===== src/design/fsrc_pkg.sv =====
// fsrc_pkg: register indices, field layout, reset values and timing constants
package fsrc_pkg;
    // ****************************************
    // register indices on the register port
    // ****************************************
    localparam int ADDR_W = 3;
    localparam int DATA_W = 16;
    localparam logic [ADDR_W-1:0] IDX_REACTION_B = 3'h0;
    localparam logic [ADDR_W-1:0] IDX_SELFTEST = 3'h1;
    localparam logic [ADDR_W-1:0] IDX_WDOG_CFG = 3'h2;
    localparam logic [ADDR_W-1:0] IDX_SAFE_INPUTS = 3'h3;
    localparam logic [ADDR_W-1:0] IDX_FSSM_CFG = 3'h4;
    // ****************************************
    // reset values and writable masks
    // ****************************************
    localparam logic [DATA_W-1:0] RST_REACTION_B = 16'h9999;
    localparam logic [DATA_W-1:0] RST_SELFTEST = 16'h0000;
    localparam logic [DATA_W-1:0] RST_WDOG_CFG = 16'h4200;
    localparam logic [DATA_W-1:0] RST_SAFE_INPUTS = 16'h41ca;
    localparam logic [DATA_W-1:0] RST_FSSM_CFG = 16'h5080;
    localparam logic [DATA_W-1:0] WM_REACTION_B = 16'hffff;
    localparam logic [DATA_W-1:0] WM_SELFTEST = 16'h007f;
    localparam logic [DATA_W-1:0] WM_WDOG_CFG = 16'hdb00;
    localparam logic [DATA_W-1:0] WM_SAFE_INPUTS = 16'hddcf;
    localparam logic [DATA_W-1:0] WM_FSSM_CFG = 16'hdaf0;
    // ****************************************
    // field positions
    // ****************************************
    localparam int NUM_MON = 4;
    localparam int NUM_RAIL = 7;
    localparam int WD_RFR_LSB = 4;
    localparam int WD_RFR_W = 3;
    localparam int WD_ERR_LSB = 0;
    localparam int WD_ERR_W = 4;
    localparam int FLT_CNT_LSB = 0;
    localparam int FLT_CNT_W = 4;
    localparam int POS_PULSE_SEL = 9;
    localparam int POS_STUCK_EN = 7;
    localparam int POS_LPCLK_OFF = 6;
    localparam int POS_CLK_OFF = 5;
    localparam int POS_LONG_OFF = 4;
    // ****************************************
    // timing
    // ****************************************
    localparam int CLK_HZ = 20_000_000;
    localparam int PULSE_LONG_MS = 10;
    localparam int PULSE_SHORT_MS = 1;
    localparam int LONG_LOW_S = 8;
    localparam int PULSE_LONG_CYC = CLK_HZ / 1000 * PULSE_LONG_MS;
    localparam int PULSE_SHORT_CYC = CLK_HZ / 1000 * PULSE_SHORT_MS;
    localparam int LONG_LOW_CYC = CLK_HZ * LONG_LOW_S;
    localparam logic [1:0] REACT_NONE = 2'h0;
endpackage


===== src/design/fsrc_top.sv =====
// fsrc_top: fail-safe reaction configuration registers and output reactions
`timescale 1ns/10ps
`default_nettype none
module fsrc_top
    import fsrc_pkg::*;
#(
    parameter int PULSE_LONG = PULSE_LONG_CYC,
    parameter int PULSE_SHORT = PULSE_SHORT_CYC,
    parameter int LONG_LOW = LONG_LOW_CYC
) (
    input wire logic clk_sys_i,
    input wire logic rst_i,
    input wire logic reg_wr_i,
    input wire logic reg_rd_i,
    input wire logic [ADDR_W-1:0] reg_addr_i,
    input wire logic [DATA_W-1:0] reg_wdata_i,
    output logic [DATA_W-1:0] reg_rdata_o,
    input wire logic [NUM_MON-1:0] mon_under_i,
    input wire logic [NUM_MON-1:0] mon_over_i,
    input wire logic failsafe_stuck_high_i,
    input wire logic failsafe_release_i,
    input wire logic init_done_i,
    input wire logic [WD_RFR_W-1:0] wdog_refresh_count_i,
    input wire logic [WD_ERR_W-1:0] wdog_error_count_i,
    input wire logic [FLT_CNT_W-1:0] fault_error_count_i,
    output logic reset_output_n_o,
    output logic failsafe_output_n_o,
    output logic [NUM_RAIL-1:0] selftest_run_o,
    output logic clock_monitor_en_o,
    output logic lowpower_clock_monitor_en_o,
    output logic long_reset_timer_en_o,
    output logic long_reset_timeout_o
);
    localparam int PCW = $clog2(PULSE_LONG + 1);
    localparam int LCW = $clog2(LONG_LOW + 1);
    localparam int SW = 2 * NUM_MON + 1;
    // ****************************************
    // decoding helpers
    // ****************************************
    // bit 0: fail-safe asserted, bit 1: reset asserted
    function automatic logic [1:0] react(input logic [1:0] code);
        react = {code[1], code != REACT_NONE};
    endfunction
    function automatic logic hit(input logic [ADDR_W-1:0] a,
                                 input logic [ADDR_W-1:0] idx);
        hit = (a == idx);
    endfunction
    // ****************************************
    // pin synchronisers, change taken when stages 2 and 3 agree
    // ****************************************
    logic [SW-1:0] pin_raw;
    logic [SW-1:0] sync1;
    logic [SW-1:0] sync2;
    logic [SW-1:0] sync3;
    logic [SW-1:0] pin_f;
    assign pin_raw = {failsafe_stuck_high_i, mon_over_i, mon_under_i};
    always_ff @(posedge clk_sys_i) begin
        sync1 <= pin_raw;
        sync2 <= sync1;
        sync3 <= sync2;
    end

    always_ff @(posedge clk_sys_i) begin
        if (rst_i) begin
            pin_f <= '0;
        end else begin
            pin_f <= (sync2 & sync3) | (pin_f & (sync2 | sync3));
        end
    end

    // ****************************************
    // configuration registers
    // ****************************************
    logic [DATA_W-1:0] reaction_b;
    logic [DATA_W-1:0] selftest_ctrl;
    logic [DATA_W-1:0] wdog_cfg;
    logic [DATA_W-1:0] safe_inputs;
    logic [DATA_W-1:0] fssm_cfg;
    // only writable bits are stored; counters never enter these flops
    always_ff @(posedge clk_sys_i) begin
        if (rst_i) begin
            reaction_b <= RST_REACTION_B;
            selftest_ctrl <= RST_SELFTEST;
            wdog_cfg <= RST_WDOG_CFG;
            safe_inputs <= RST_SAFE_INPUTS;
            fssm_cfg <= RST_FSSM_CFG;
        end else if (reg_wr_i) begin
            if (hit(reg_addr_i, IDX_REACTION_B)) begin
                reaction_b <= reg_wdata_i & WM_REACTION_B;
            end
            if (hit(reg_addr_i, IDX_SELFTEST)) begin
                selftest_ctrl <= reg_wdata_i & WM_SELFTEST;
            end
            if (hit(reg_addr_i, IDX_WDOG_CFG)) begin
                wdog_cfg <= reg_wdata_i & WM_WDOG_CFG;
            end
            if (hit(reg_addr_i, IDX_SAFE_INPUTS)) begin
                safe_inputs <= reg_wdata_i & WM_SAFE_INPUTS;
            end
            if (hit(reg_addr_i, IDX_FSSM_CFG)) begin
                fssm_cfg <= reg_wdata_i & WM_FSSM_CFG;
            end
        end
    end

    // ****************************************
    // read-back
    // ****************************************
    logic [DATA_W-1:0] wdog_view;
    logic [DATA_W-1:0] fssm_view;
    logic [DATA_W-1:0] next_rdata;
    assign wdog_view = wdog_cfg
        | (DATA_W'(wdog_refresh_count_i) << WD_RFR_LSB)
        | (DATA_W'(wdog_error_count_i) << WD_ERR_LSB);
    assign fssm_view = fssm_cfg
        | (DATA_W'(fault_error_count_i) << FLT_CNT_LSB);
    assign next_rdata =
        hit(reg_addr_i, IDX_REACTION_B) ? reaction_b :
        hit(reg_addr_i, IDX_SELFTEST) ? selftest_ctrl :
        hit(reg_addr_i, IDX_WDOG_CFG) ? wdog_view :
        hit(reg_addr_i, IDX_SAFE_INPUTS) ? safe_inputs :
        hit(reg_addr_i, IDX_FSSM_CFG) ? fssm_view : '0;
    always_ff @(posedge clk_sys_i) begin
        if (rst_i) begin
            reg_rdata_o <= '0;
        end else if (reg_rd_i) begin
            reg_rdata_o <= next_rdata;
        end
    end

    // ****************************************
    // voltage monitor reactions
    // ****************************************
    logic [NUM_MON-1:0] uv_fs;
    logic [NUM_MON-1:0] uv_rst;
    logic [NUM_MON-1:0] ov_fs;
    logic [NUM_MON-1:0] ov_rst;
    logic stuck_high;
    genvar g;
    generate
        for (g = 0; g < NUM_MON; g++) begin : g_mon
            logic [1:0] ru;
            logic [1:0] ro;
            assign ru = react(reaction_b[4*g+1 -: 2]);
            assign ro = react(reaction_b[4*g+3 -: 2]);
            assign uv_fs[g] = pin_f[g] & ru[0];
            assign uv_rst[g] = pin_f[g] & ru[1];
            assign ov_fs[g] = pin_f[NUM_MON+g] & ro[0];
            assign ov_rst[g] = pin_f[NUM_MON+g] & ro[1];
        end
    endgenerate
    assign stuck_high = pin_f[SW-1];

    logic fs_req;
    logic rst_req;
    logic rst_req_q;
    logic rst_start;
    assign fs_req = |uv_fs | |ov_fs;
    assign rst_req = |uv_rst | |ov_rst
        | (stuck_high & fssm_cfg[POS_STUCK_EN]);
    assign rst_start = rst_req & ~rst_req_q;

    // fail-safe output stays asserted until released, event wins
    always_ff @(posedge clk_sys_i) begin
        if (rst_i) begin
            failsafe_output_n_o <= 1'b1;
        end else if (fs_req) begin
            failsafe_output_n_o <= 1'b0;
        end else if (failsafe_release_i) begin
            failsafe_output_n_o <= 1'b1;
        end
    end

    // ****************************************
    // reset pulse generator
    // ****************************************
    logic [PCW-1:0] pulse_cnt;
    logic [PCW-1:0] pulse_len;
    assign pulse_len = fssm_cfg[POS_PULSE_SEL] ?
        PCW'(PULSE_SHORT) : PCW'(PULSE_LONG);

    // a new request while a pulse runs restarts the full length
    always_ff @(posedge clk_sys_i) begin
        if (rst_i) begin
            rst_req_q <= 1'b0;
            pulse_cnt <= '0;
            reset_output_n_o <= 1'b1;
        end else begin
            rst_req_q <= rst_req;
            if (rst_start) begin
                pulse_cnt <= pulse_len - PCW'(1);
                reset_output_n_o <= 1'b0;
            end else if (pulse_cnt != '0) begin
                pulse_cnt <= pulse_cnt - PCW'(1);
            end else begin
                reset_output_n_o <= 1'b1;
            end
        end
    end

    // ****************************************
    // long reset-low timer
    // ****************************************
    logic [LCW-1:0] long_cnt;
    logic long_off;
    assign long_off = fssm_cfg[POS_LONG_OFF];

    always_ff @(posedge clk_sys_i) begin
        if (rst_i) begin
            long_cnt <= '0;
            long_reset_timeout_o <= 1'b0;
        end else if (long_off || reset_output_n_o) begin
            long_cnt <= '0;
            long_reset_timeout_o <= 1'b0;
        end else if (long_cnt != LCW'(LONG_LOW)) begin
            long_cnt <= long_cnt + LCW'(1);
        end else begin
            long_reset_timeout_o <= 1'b1;
        end
    end

    // ****************************************
    // monitor enables and self-test requests
    // ****************************************
    logic init_q;
    always_ff @(posedge clk_sys_i) begin
        if (rst_i) begin
            init_q <= 1'b0;
            selftest_run_o <= '0;
            clock_monitor_en_o <= 1'b1;
            lowpower_clock_monitor_en_o <= 1'b1;
            long_reset_timer_en_o <= 1'b1;
        end else begin
            init_q <= init_done_i;
            selftest_run_o <= (init_done_i & ~init_q) ?
                selftest_ctrl[NUM_RAIL-1:0] : '0;
            clock_monitor_en_o <= ~fssm_cfg[POS_CLK_OFF];
            lowpower_clock_monitor_en_o <= ~fssm_cfg[POS_LPCLK_OFF];
            long_reset_timer_en_o <= ~long_off;
        end
    end
endmodule
`default_nettype wire


===== config.mk =====
export PLATFORM = sky130hd
export DESIGN_NAME = fsrc_top
export DESIGN_NICKNAME = d
export VERILOG_FILES = /design/src/design/fsrc_pkg.sv /design/src/design/fsrc_top.sv
export SDC_FILE = /design/constraint.sdc
export NUM_CORES = 1
export LEC_CHECK = 0
export ABC_AREA = 1
export BUFFER_PORTS_ARGS = -buffer_cell sky130_fd_sc_hd__buf_2
export CAP_MARGIN = 30
export CORE_ASPECT_RATIO = 1.75
export CORE_MARGIN = 4
export CORE_UTILIZATION = 61
export DETAILED_ROUTE_END_ITERATION = 7
export GPL_ROUTABILITY_DRIVEN = 0
export PLACE_DENSITY = 0.83
export SETUP_SLACK_MARGIN = 0.05
export SLEW_MARGIN = 15
export SYNTH_ARGS = -nofsm -noshare
export SYNTH_HDL_FRONTEND = slang
export SYNTH_SLANG_ARGS = --single-unit

===== constraint.sdc =====
create_clock -name clk_sys_i -period 6.4 [get_ports clk_sys_i]
set_clock_uncertainty 0.15 [all_clocks]
set_input_delay 0.64 -clock clk_sys_i [delete_from_list [all_inputs] [get_ports clk_sys_i]]
set_output_delay 0.64 -clock clk_sys_i [all_outputs]
set_load 0.05 [all_outputs]

==> Word-level counts from Yosys, hierarchy flattened <==
Index checks and enable logic that the tools add are counted.
{ "word_totals": {"regBits": 163, "word_cells": 101, "inputBits": 45} }
{ "op_classes": {"bitwise_logic": 35, "n_reduce_logical": 24, "n_addsub": 3, "eq_ne": 6, "n_mux": 12} }
{ "ops": {"columns": ["operator", "n"], "rows": [
  ["$mux 16", 5],
  ["$mux 18", 3],
  ["$sub 18x1->18 const B", 2],
  ["$or 16x4->16", 2],
  ["$add 28x1->28 const B", 1],
  ["$ne 28x28->1 const B", 1],
  ["$reduce_bool 2->1", 10],
  ["$and 1x1->1", 19],
  ["$and 9x9->9", 2],
  ["$or 9x9->9", 2],
  ["$reduce_bool 18->1", 1],
  ["$or 16x7->16", 1],
  ["$reduce_or 4->1", 4],
  ["$reduce_and 2->1", 5],
  ["$eq 3x2->1 const B", 2],
  ["$not 1->1", 6],
  ["$mux 1", 4],
  ["$reduce_or 2->1", 2],
  ["$eq 3x1->1 const B", 1],
  ["$eq 3x3->1 const B", 1],
  ["$logic_not 3->1", 1],
  ["$or 1x1->1", 3],
  ["$ne 2x2->1 const B", 1],
  ["$logic_or 1x1->1", 1]
]} }

==> Logic depth before layout (Yosys ltp) <==
Gate-level depths: netlist of the first run.
{ "logic_depth": {"depth_word": 6, "mapped_depth": 18, "ltp_nobuf": 17} }

==> Worst setup path before layout of the first run <==
OpenSTA, ideal clock, no wires.
{ "synth_path": {"path_type": "register -> register", "start": "register pin_f[4]", "end": "register pulse_cnt[10]", "required_ps": 6137, "arrival_ps": 1921, "n_path_buf": 1, "setup_slack_ps": 4216, "stages_incl_launch_ff": 18, "cell_sequence": "dfxtp_1 > nand2_1 > nand3_1 > nor2_2 > nand2_2 > nand2_4 > buf_6 > inv_1 > nor2_1 > inv_1 > ha_1 > inv_1 > a21oi_1 > nand3_2 > nor2_2 > nand2_1 > o21ai_1 > nor2_1"} }
{ "synth_via": {"elab_chain_cells": 6} }
{ "synth_lines": {"columns": ["item", "line", "text"], "rows": [
  ["start, declared", "fsrc_top.sv:55", "logic [SW-1:0] pin_f;"],
  ["start signal, assigned", "fsrc_top.sv:67", "pin_f <= (sync2 & sync3) | (pin_f & (sync2 | sync3));"],
  ["$and 1x1->1 (*)", "fsrc_top.sv:149", "assign ov_rst[g] = pin_f[NUM_MON+g] & ro[1];"],
  ["$reduce_or 4->1 (*)", "fsrc_top.sv:159", "assign rst_req = |uv_rst | |ov_rst"],
  ["$or 1x1->1 (*)", "fsrc_top.sv:159", null],
  ["$or 1x1->1 (*)", "fsrc_top.sv:160", "| (stuck_high & fssm_cfg[POS_STUCK_EN]);"],
  ["$and 1x1->1 (*)", "fsrc_top.sv:161", "assign rst_start = rst_req & ~rst_req_q;"],
  ["$mux 18 / $reduce_bool 2->1 (equally long branches)", null, null],
  ["end signal, assigned", "fsrc_top.sv:191", "pulse_cnt <= pulse_len - PCW'(1);"],
  ["end signal, assigned", "fsrc_top.sv:194", "pulse_cnt <= pulse_cnt - PCW'(1);"],
  ["end, declared", "fsrc_top.sv:177", "logic [PCW-1:0] pulse_cnt;"]
]} }
Mark *: on every way between the ends. The rest lies on a longest branch, timed or not.
A chain may end at the register's enable or synchronous reset.

==> Worst setup path after layout of the first run <==
{ "layout_path": {"start": "register pin_f[4]", "end": "register pulse_cnt[8]"} }
The elaborated chain is that of the path after synthesis.

==> results.toml, run 1 <==
[critical_path]
crit_path_end_kind = "flop"
crit_start = "pin_f[4]$_SDFF_PP0_"
worstPathRequired_ns = 6.55
crit_type = "flop to flop"
cp-start-kind = "flop"
critPathMaxFanout = 23
rr_startpoint = "pin_f[4]$_SDFF_PP0_"
arrival_ns = 2.79

[clock_network]
clock_latency_ns = 0.43
htree_levels = 4
cts_tree = "built"
numCtsBuffers = 17
cts.clk_slew.worst_paths_ns = 0.07
cts_buffer_depth = 2
postCtsSetupRepairBufs = 0
clock_tree.root_cell = "clkbuf_16"
clkSinkCount = 163
ctsHoldBuffers = 0
cts_resized = 0

[placed_design]
port_buffers = 73
hpwl_um = 11290

[pwr]
combPwrFrac = 0.146
switchingPower_uw = 765.4
worst_ir_drop_vdd_v = 0.0002551
power_switching_share = 0.3089
sequentialPowerShare = 0.449
p_int_uw = 1712
p_leak_uw = 0.003200
power_uw = 2478
power.density_mw_per_mm2 = 326.7
p_clk_frac = 0.406

[drt]
drcViolationCount = 0
dr_total_vias = 5976
ant_nets = 0
drtIter0Drc = 516
totalWireLength_um = 15760
first_pass_iters = 5
routed_via_density = 5.617
avgRoutedWirePerCell_um = 14.81

[timing]
min_period_over_period = 0.4124
setup_tns_ns = 0
fin_crit_ns = 2.640
fmax_mhz = 378.8
relSlewSlack = 0.5533
tightest_slew_ns = 0.6676
rsz0062_at_grt = "false"
drv_slew = 0
finalHoldViolCount = 0
setup_viol_count_final = 0

[flow_run]
max_cap_viol_count = 0

[synthesis]
synth_most_common_cell = "dfxtp_1"
mappedNetlistArea_mm2 = 0.006535
synth_area_leaders = "dfxtp_1 50%, nand2_1 8.3%, o21ai_0 6.4%, inv_1 5.7%, nor2_1 5.6%"
synth_ff_type = "dfxtp_1"
async_flop_share = 0
ys_seq_area_frac = 0.4993
syn_inst = 856
synthesis.nets = 904
avgSynthCellArea_um2 = 7.634
synth_common_cells = "163 x dfxtp_1, 144 x nand2_1, 99 x inv_1"
synth_warnings = 0
ys_seq_elements = 163
synth_cell_types = 43
yosysTopAreaCell = "dfxtp_1"
synth_top_area_share = 0.4993
synth_edf_count = 0

[finish]
diodes = 0
regArea_mm2 = 0.003263
num-nets-final = 972
nFillCells = 818
area_growth_pct = 16.06
layout-drive-gt1-share = 0.1547
multi_input_area_mm2 = 0.002755

[global_route]
grt_pass1_vias = 5702
grt_max_degree = 53
antenna_found_initial = 0
track_usage = 0.2605
grt.overflow.total = 0
grt_pass1_wl_um = 26390

[hold_path]
hold_class = "input pin to flop"
min_from = "mon_over_i[3]"

[floorplan]
rows = 49
die_h_um = 144.9
die_w_um = 86.24
io_pins = 74
die_area_mm2 = 0.01250
core_mm2 = 0.01036
initial_core_util = 0.6307

[run_status]
status = "completed"
## worst paths after layout
path | end | slack [ns] | cells after the start
setup / recovery | pulse_cnt[8]$_SDFFE_PP0P_ | 3.76 | 16
hold / removal | sync1[7]$_DFF_P_ | 0.16 | 1
setup reg to reg | pulse_cnt[8]$_SDFFE_PP0P_ | 3.76 | 16
hold reg to reg | sync2[4]$_DFF_P_ | 0.17 | 0
## placed cells by master (no fill, tap or decap), types with 17 or more instances in the layout
master	n
o21ai_0	84
nor3_1	23
clkbuf_16	17
buf_2	73
dfxtp_1	163
inv_1	98
nand3_1	43
a21oi_1	73
nand2_1	144
nor2_1	98
## routing by layer
layer | wire length [um] | vias up | GRT usage
li1 | - | 2967 | -
met1 | 6113 | 2732 | 0.3062
met2 | 8016 | 221 | 0.4362
met3 | 983 | 56 | 0.05275
met4 | 646 | 0 | 0.1427
met5 | 0 | - | 0
## kinds of logic after synthesis
kind of cell,after synthesis,share of synthesized area
compound gates,199,0.1670
xor+xnor,2,0.002681
fa+ha+maj,3,0.005744
buf+inv,133,0.07907
flops,163,0.4993
simple gates,356,0.2462
## metrics by stage
stage          std cells  setup slack, ns  hold WS, ns  instance area (um2)    util
2_1_floorplan        856            4.216       0.1596                 6535       -
3_3_place_gp        1031            3.599       0.1601                 6952  0.6709
3_5_place_dp        1032            3.554       0.1621                 6972  0.6729
4_1_cts             1064            3.767       0.1487                 7585  0.7320
5_1_grt             1064            3.405       0.1439                 7585  0.7320
6_report            1064            3.760       0.1560                 7585  0.7320
## cell type report
class                   count  area share
clock inverters            15     0.02474
flip-flops and latches    163      0.4302
inverters                 107     0.05295
well taps                 127     0.02095
multi-input cells         560      0.3632
repair buffers             75     0.05180
clock buffers              17     0.05609
## flip-flops by register name, indices dropped and copies added (netlist names), 9 cells and up
register / flops
long_cnt: 28
sync3: 9
reg_rdata_o: 16
safe_inputs: 12
sync2: 9
pulse_cnt: 18
pin_f: 9
fssm_cfg: 9
sync1: 9
reaction_b: 16
## power groups by stage
stage                     logic (uW)  registers [uW]  clock network, uW
after global routing             404            1120               1060
after global placement           342            1130                  0
after floorplan                  238            1160                  0
after CTS                        358            1110               1020
final                            360            1110               1010
after detailed placement         349            1130                  0
## worst max-delay path, stage by stage (launching register included)
cell and delay [ns]:
dfxtp_1 0.37, nand2_1 0.11, nand3_1 0.11, nor2_2 0.06
nand2_2 0.09, nand2_4 0.18, inv_1 0.19, nor2_1 0.07
inv_1 0.05, ha_1 0.15, inv_1 0.04, a21oi_1 0.28
nand3_2 0.21, o21ai_0 0.23, nand2_1 0.08, nand2_1 0.07
nor2_1 0.04
Power figures use the tool's default switching activity.
==> run 2, diff against run 1 <==
ABC_AREA = 0   (was 1)
CORE_UTILIZATION = 58   (was 61)
PLACE_DENSITY = 0.79   (was 0.83)
clock period = 2.7 ns   (was 6.4 ns; I/O delays follow)
==> run 2 against run 1 <==
Compared with the run above:
- register-to-register slack got worse by 3.6 ns
- design area grew 0.33%
- power grew 130%
- clock-buffer cell count grew 2
- critical path depth shrank 7
- wire length rose by 4.3%
- combinational power increased by 93%
==> results.toml, run 2 <==
[drt]
ant_nets = 0
totalWireLength_um = 16440
avgRoutedWirePerCell_um = 17.60
first_pass_iters = 5
routed_via_density = 6.020
drcViolationCount = 0
drtIter0Drc = 508
dr_total_vias = 5623

[critical_path]
crit_chain = "a22oi_1 -> and3_2 -> a21o_1 -> nand2_1 -> ha_1 -> nor2b_2 -> nand3_1 -> o31a_1 -> o211a_1"
crit_type = "flop to flop"
critPathMaxFanout = 6
crit_start = "reaction_b[13]$_SDFFE_PP0P_"
crit_path_end_kind = "flop"
slowest_delay_ns = 0.37
arrival_ns = 2.66
cp-start-kind = "flop"
worstPathRequired_ns = 2.86
rr_startpoint = "reaction_b[13]$_SDFFE_PP0P_"
slowest_stage = "dfxtp_1"

[finish]
final_core_util = 0.7113
reg.largest.list = "long_cnt (28), pulse_cnt (18)"
area_growth_pct = 20.13
fin_area_mm2 = 0.007610
final_cell_mix = "163 x dfxtp_1, 120 x nand2_1, 73 x buf_2, 58 x nor2_1, 50 x a21oi_1"
num-nets-final = 839
layout-drive-gt1-share = 0.1654
regMostFlops = "long_cnt"
diodes = 0
final_common_cell = "dfxtp_1"
largest_reg_flops = 28

[synthesis]
synthesis.nets = 750
ys_seq_elements = 163
synth_ff_type = "dfxtp_1"
synth_most_common_cell = "dfxtp_1"
synth_edf_count = 0
synth_common_cells = "163 x dfxtp_1, 120 x nand2_1, 58 x nor2_1"
yosysTopAreaCell = "dfxtp_1"
async_flop_share = 0
synth_top_area_share = 0.5151
synth_area_leaders = "dfxtp_1 52%, nand2_1 7.1%, a21oi_1 4.0%, xor2_1 3.7%, nand3_1 3.7%"
mappedNetlistArea_mm2 = 0.006335
ys_seq_area_frac = 0.5151
syn_inst = 702
avgSynthCellArea_um2 = 9.024
synth_cell_types = 52
synth_warnings = 0

[global_route]
grt_pass1_wl_um = 27040
antenna_found_initial = 0
grt.overflow.total = 0
track_usage = 0.2676
grt_pass1_vias = 5621
grt_max_degree = 53

[placed_design]
placed_area_mm2 = 0.006788
hpwl_um = 11410
port_buffers = 73

[clock_network]
clock_latency_ns = 0.42
cts_buffer_depth = 2
clkSinkCount = 163
htree_levels = 4
cts.clk_slew.worst_paths_ns = 0.06
numCtsBuffers = 17
clock_tree.root_cell = "clkbuf_16"
cts_tree = "built"

[floorplan]
rows = 50
initial_core_util = 0.5922
die_h_um = 146.3
core_mm2 = 0.01070
die_w_um = 87
die_area_mm2 = 0.01272
io_pins = 74

[pwr]
switchingPower_uw = 1527
power.density_mw_per_mm2 = 742.2
worst_ir_drop_vdd_v = 0.0005366
sequentialPowerShare = 0.466
power_uw = 5648
p_leak_uw = 0.003010
power_switching_share = 0.2704
combPwrFrac = 0.123
p_clk_frac = 0.411
p_int_uw = 4121

[timing]
finalHoldViolCount = 0
drv_slew = 0
fin_crit_ns = 2.496
rsz0062_at_grt = "false"
setup_viol_count_final = 0
fmax_mhz = 400.7
setup_tns_ns = 0
relSlewSlack = 0.5885
tightest_slew_ns = 0.6173
min_period_over_period = 0.9244

[hold_path]
min_from = "fault_error_count_i[2]"
hold_class = "input pin to flop"

[run_status]
status = "completed"

[flow_run]
max_cap_viol_count = 0
run 2: cell types whose count changed in the layout (fill, tap and decap cells not counted), sizes merged, moves of 12 or more:
| cell | change |
|---|---|
| inv | -101 |
| o21ai | -58 |
| nor2 | -52 |
| nand2 | -31 |
| xor2 | +25 |
| dlygate4sd3 | +24 |
| a21oi | -23 |
| mux2i | +15 |
| a22oi | +12 |
run 2: power groups by stage:
stage	clock network, uW	logic, uW	registers (uW)
after global routing	2450	757	2640
after global placement	0	628	2670
after detailed placement	0	648	2680
after floorplan	0	419	2710
after CTS	2350	684	2630
final	2320	693	2630
run 2: path summary, 6_finish.rpt:
kind,cells after the start,slack [ns],end
max,9,0.20,pulse_cnt[12]$_SDFFE_PP0P_
min,3,0.008,reg_rdata_o[2]$_SDFFE_PP0P_
max reg2reg,9,0.20,pulse_cnt[12]$_SDFFE_PP0P_
min reg2reg,0,0.17,sync2[8]$_DFF_P_
run 2: critical path: cells and delay by family, from the launching register on:
kind,cells,cell delay (ns)
AOI/OAI and AO/OA,4,0.83
adders and majority gates,1,0.24
DFF,1,0.37
and+or+nand+nor,4,0.80
run 2: kinds of logic after synthesis:
| kind of cell | count (synthesis) | synth area share |
|---|---|---|
| xor+xnor | 34 | 0.04701 |
| compound gates | 121 | 0.1151 |
| buf+inv | 46 | 0.03042 |
| simple gates | 314 | 0.2431 |
| flops | 163 | 0.5151 |
| fa+ha+maj | 3 | 0.005926 |
| mux | 21 | 0.04325 |
run 2: metal layers:
layer,GRT usage,share of wire,up-vias
met2,0.4665,0.53,255
met3,0.06268,0.062,66
met5,0,0,-
met1,0.2932,0.36,2671
met4,0.1381,0.040,0
li1,-,-,2631
run 2: final cells by class:
| class | count | area, um2 |
|---|---|---|
| Clock buffer | 19 | 452.9 |
| Clock inverter | 13 | 126.4 |
| Fill cell | 779 | 3088 |
| Inverter | 8 | 30.03 |
| Multi-Input combinational cell | 493 | 2887 |
| Sequential cell | 163 | 3263 |
| Tap cell | 130 | 162.7 |
| Timing Repair Buffer | 108 | 688.2 |
run 2: what timing repair did:
action                                  4_1_cts  5_1_grt
buffers inserted                              0        0
endpoints found under the setup margin        0        1
hold buffers                                 24        0
resized for setup                             0        1
hold endpoints to repair                     45        0
run 2: stage by stage:
stage	worst slack, ns	hold slack [ns]	cells
finish	0.2041	0.007576	934
global route	0.06980	0.01157	934
CTS	0.1475	0.002107	934
detailed placement	0.2466	0.1621	878
global placement	0.3219	0.1622	878
floorplan	0.2396	0.1477	702
==> run 3, diff against run 2 <==
--- a/config.mk
+++ b/config.mk
@@ -14,5 +14,7 @@
 export DETAILED_ROUTE_END_ITERATION = 7
 export GPL_ROUTABILITY_DRIVEN = 0
+export MAX_ROUTING_LAYER = met4
 export PLACE_DENSITY = 0.79
+export REMOVE_ABC_BUFFERS = 1
 export SETUP_SLACK_MARGIN = 0.05
 export SLEW_MARGIN = 15
==> constraint.sdc (replaced) <==
create_clock -name clk_sys_i -period 2.7 [get_ports clk_sys_i]
set_clock_uncertainty 0.15 [all_clocks]
set_input_delay 0.405 -clock clk_sys_i [delete_from_list [all_inputs] [get_ports clk_sys_i]]
set_output_delay 0.405 -clock clk_sys_i [all_outputs]
set_load 0.05 [all_outputs]
==> run 3 against run 2 <==
Compared with the run above:
- final cell count decreased by 1.3%
- global-route usage decreased by 0.18 points
- die area unchanged
- utilization decreased by 0.97 points
- non-clock buffer count decreased by 12
- largest power group unchanged
- clock-buffer cell count increased by 2
==> results.toml, run 3 (synthesis results as in run 2) <==
[run_status]
status = "completed"

[drt]
totalWireLength_um = 15890
drcViolationCount = 0
avgRoutedWirePerCell_um = 17.24
drtIter0Drc = 433
ant_nets = 0
first_pass_iters = 5
dr_total_vias = 5546
routed_via_density = 6.015

[pwr]
power.density_mw_per_mm2 = 768.8
power_uw = 5771
p_leak_uw = 0.002976
worst_ir_drop_vdd_v = 0.0005880

[finish]
regMostFlops = "long_cnt"
final_core_util = 0.7016
regArea_mm2 = 0.003263
final_cell_mix = "163 x dfxtp_1, 120 x nand2_1, 73 x buf_2, 58 x nor2_1, 50 x a21oi_1"
reg.largest.list = "long_cnt (28), pulse_cnt (18)"
area_growth_pct = 18.49
final_common_cell = "dfxtp_1"
largest_reg_flops = 28
layout-drive-gt1-share = 0.1667
num-nets-final = 827
diodes = 0
multi_input_area_mm2 = 0.002879
nFillCells = 835

[critical_path]
slowest_delay_ns = 0.38
cp-start-kind = "flop"
crit_chain = "a22oi_1 -> and3_2 -> a21o_1 -> nand2_1 -> ha_1 -> nor2b_1 -> nand3_1 -> o31a_1 -> o211a_1"
crit_family = "simple AND/OR/NAND/NOR gates"
worst-path-buf-inv = 0
crit_path_end_kind = "flop"
arrival_ns = 2.67
worstPathRequired_ns = 2.86
crit_type = "flop to flop"
critPathMaxFanout = 4
slowest_stage = "dfxtp_1"

[global_route]
grt_pass1_vias = 5562
antenna_found_initial = 0
grt_pass1_wl_um = 25960
track_usage = 0.2657
grt_max_degree = 49
grt.overflow.total = 0

[timing]
setup_tns_ns = 0
holdWs_ns = 0.07369
setup_viol_count_final = 0
relSlewSlack = 0.6025
drv_slew = 0
fin_crit_ns = 2.507
finalHoldViolCount = 0
fmax_mhz = 398.9
tightest_slew_ns = 0.5948
rsz0062_at_grt = "false"
worst_slack_ns = 0.1933
min_period_over_period = 0.9284

[floorplan]
rows = 50
die_h_um = 146.3
io_pins = 74
die_w_um = 87
die_area_mm2 = 0.01272
initial_core_util = 0.5922
core_mm2 = 0.01070

[clock_network]
clock_latency_ns = 0.42
cts_tree = "built"
clkSinkCount = 163
cts_buffer_depth = 2
clock_tree.root_cell = "clkbuf_16"
numCtsBuffers = 17
htree_levels = 4
cts.clk_slew.worst_paths_ns = 0.06

[placed_design]
pre_cts_ws_ns = 0.3469
hpwl_um = 11320
port_buffers = 73

[flow_run]
max_cap_viol_count = 0

[hold_path]
hold_class = "input pin to flop"
run 3: power by group:
group	leakage (uW)	internal, uW	total, uW	switching, uW
clock network	0.000294	1510	2460	952
logic	0.00134	261	676	415
registers	0.00134	2520	2630	111
total	0.00298	4290	5770	1480
run 3: through the flow:
step,area (um2),cells
after global placement,6805,881
after global routing,7506,922
final,7506,922
after CTS,7506,922
after floorplan,6172,664
after detailed placement,6805,881
run 3: worst paths after layout:
| path | start | end | slack (ns) | cells after the start |
|---|---|---|---|---|
| hold / removal | init_done_i | init_q$_SDFF_PP0_ | 0.07 | 2 |
| hold reg to reg | sync1[5]$_DFF_P_ | sync2[5]$_DFF_P_ | 0.18 | 0 |
| setup reg to reg | pin_f[1]$_SDFF_PP0_ | pulse_cnt[12]$_SDFFE_PP0P_ | 0.19 | 9 |
| setup / recovery | pin_f[1]$_SDFF_PP0_ | pulse_cnt[12]$_SDFFE_PP0P_ | 0.19 | 9 |
run 3: area by class of cell:
| cell class | count | share of cell area |
|---|---|---|
| flip-flops and latches | 163 | 0.4347 |
| multi-input cells | 493 | 0.3836 |
| repair buffers | 96 | 0.07468 |
| clock buffers | 21 | 0.06134 |
| well taps | 130 | 0.02167 |
| clock inverters | 11 | 0.02000 |
| inverters | 8 | 0.004001 |
run 3: metal layers:
metal  vias to the layer above  track usage  routed length [um]  part of all wire
li1                       2610            -                   -                 -
met1                      2640       0.2713                5684              0.36
met2                       228       0.4604                8671              0.55
met3                        68      0.05647                 866             0.054
met4                         0       0.1435                 672             0.042
met5                         -            -                   0                 0
run 3: repair_timing:
item,4_1_cts,5_1_grt
setup endpoints to repair,0,0
hold endpoints to repair,9,0
hold buffers,9,0
setup buffers,0,0
gates resized for setup,0,0
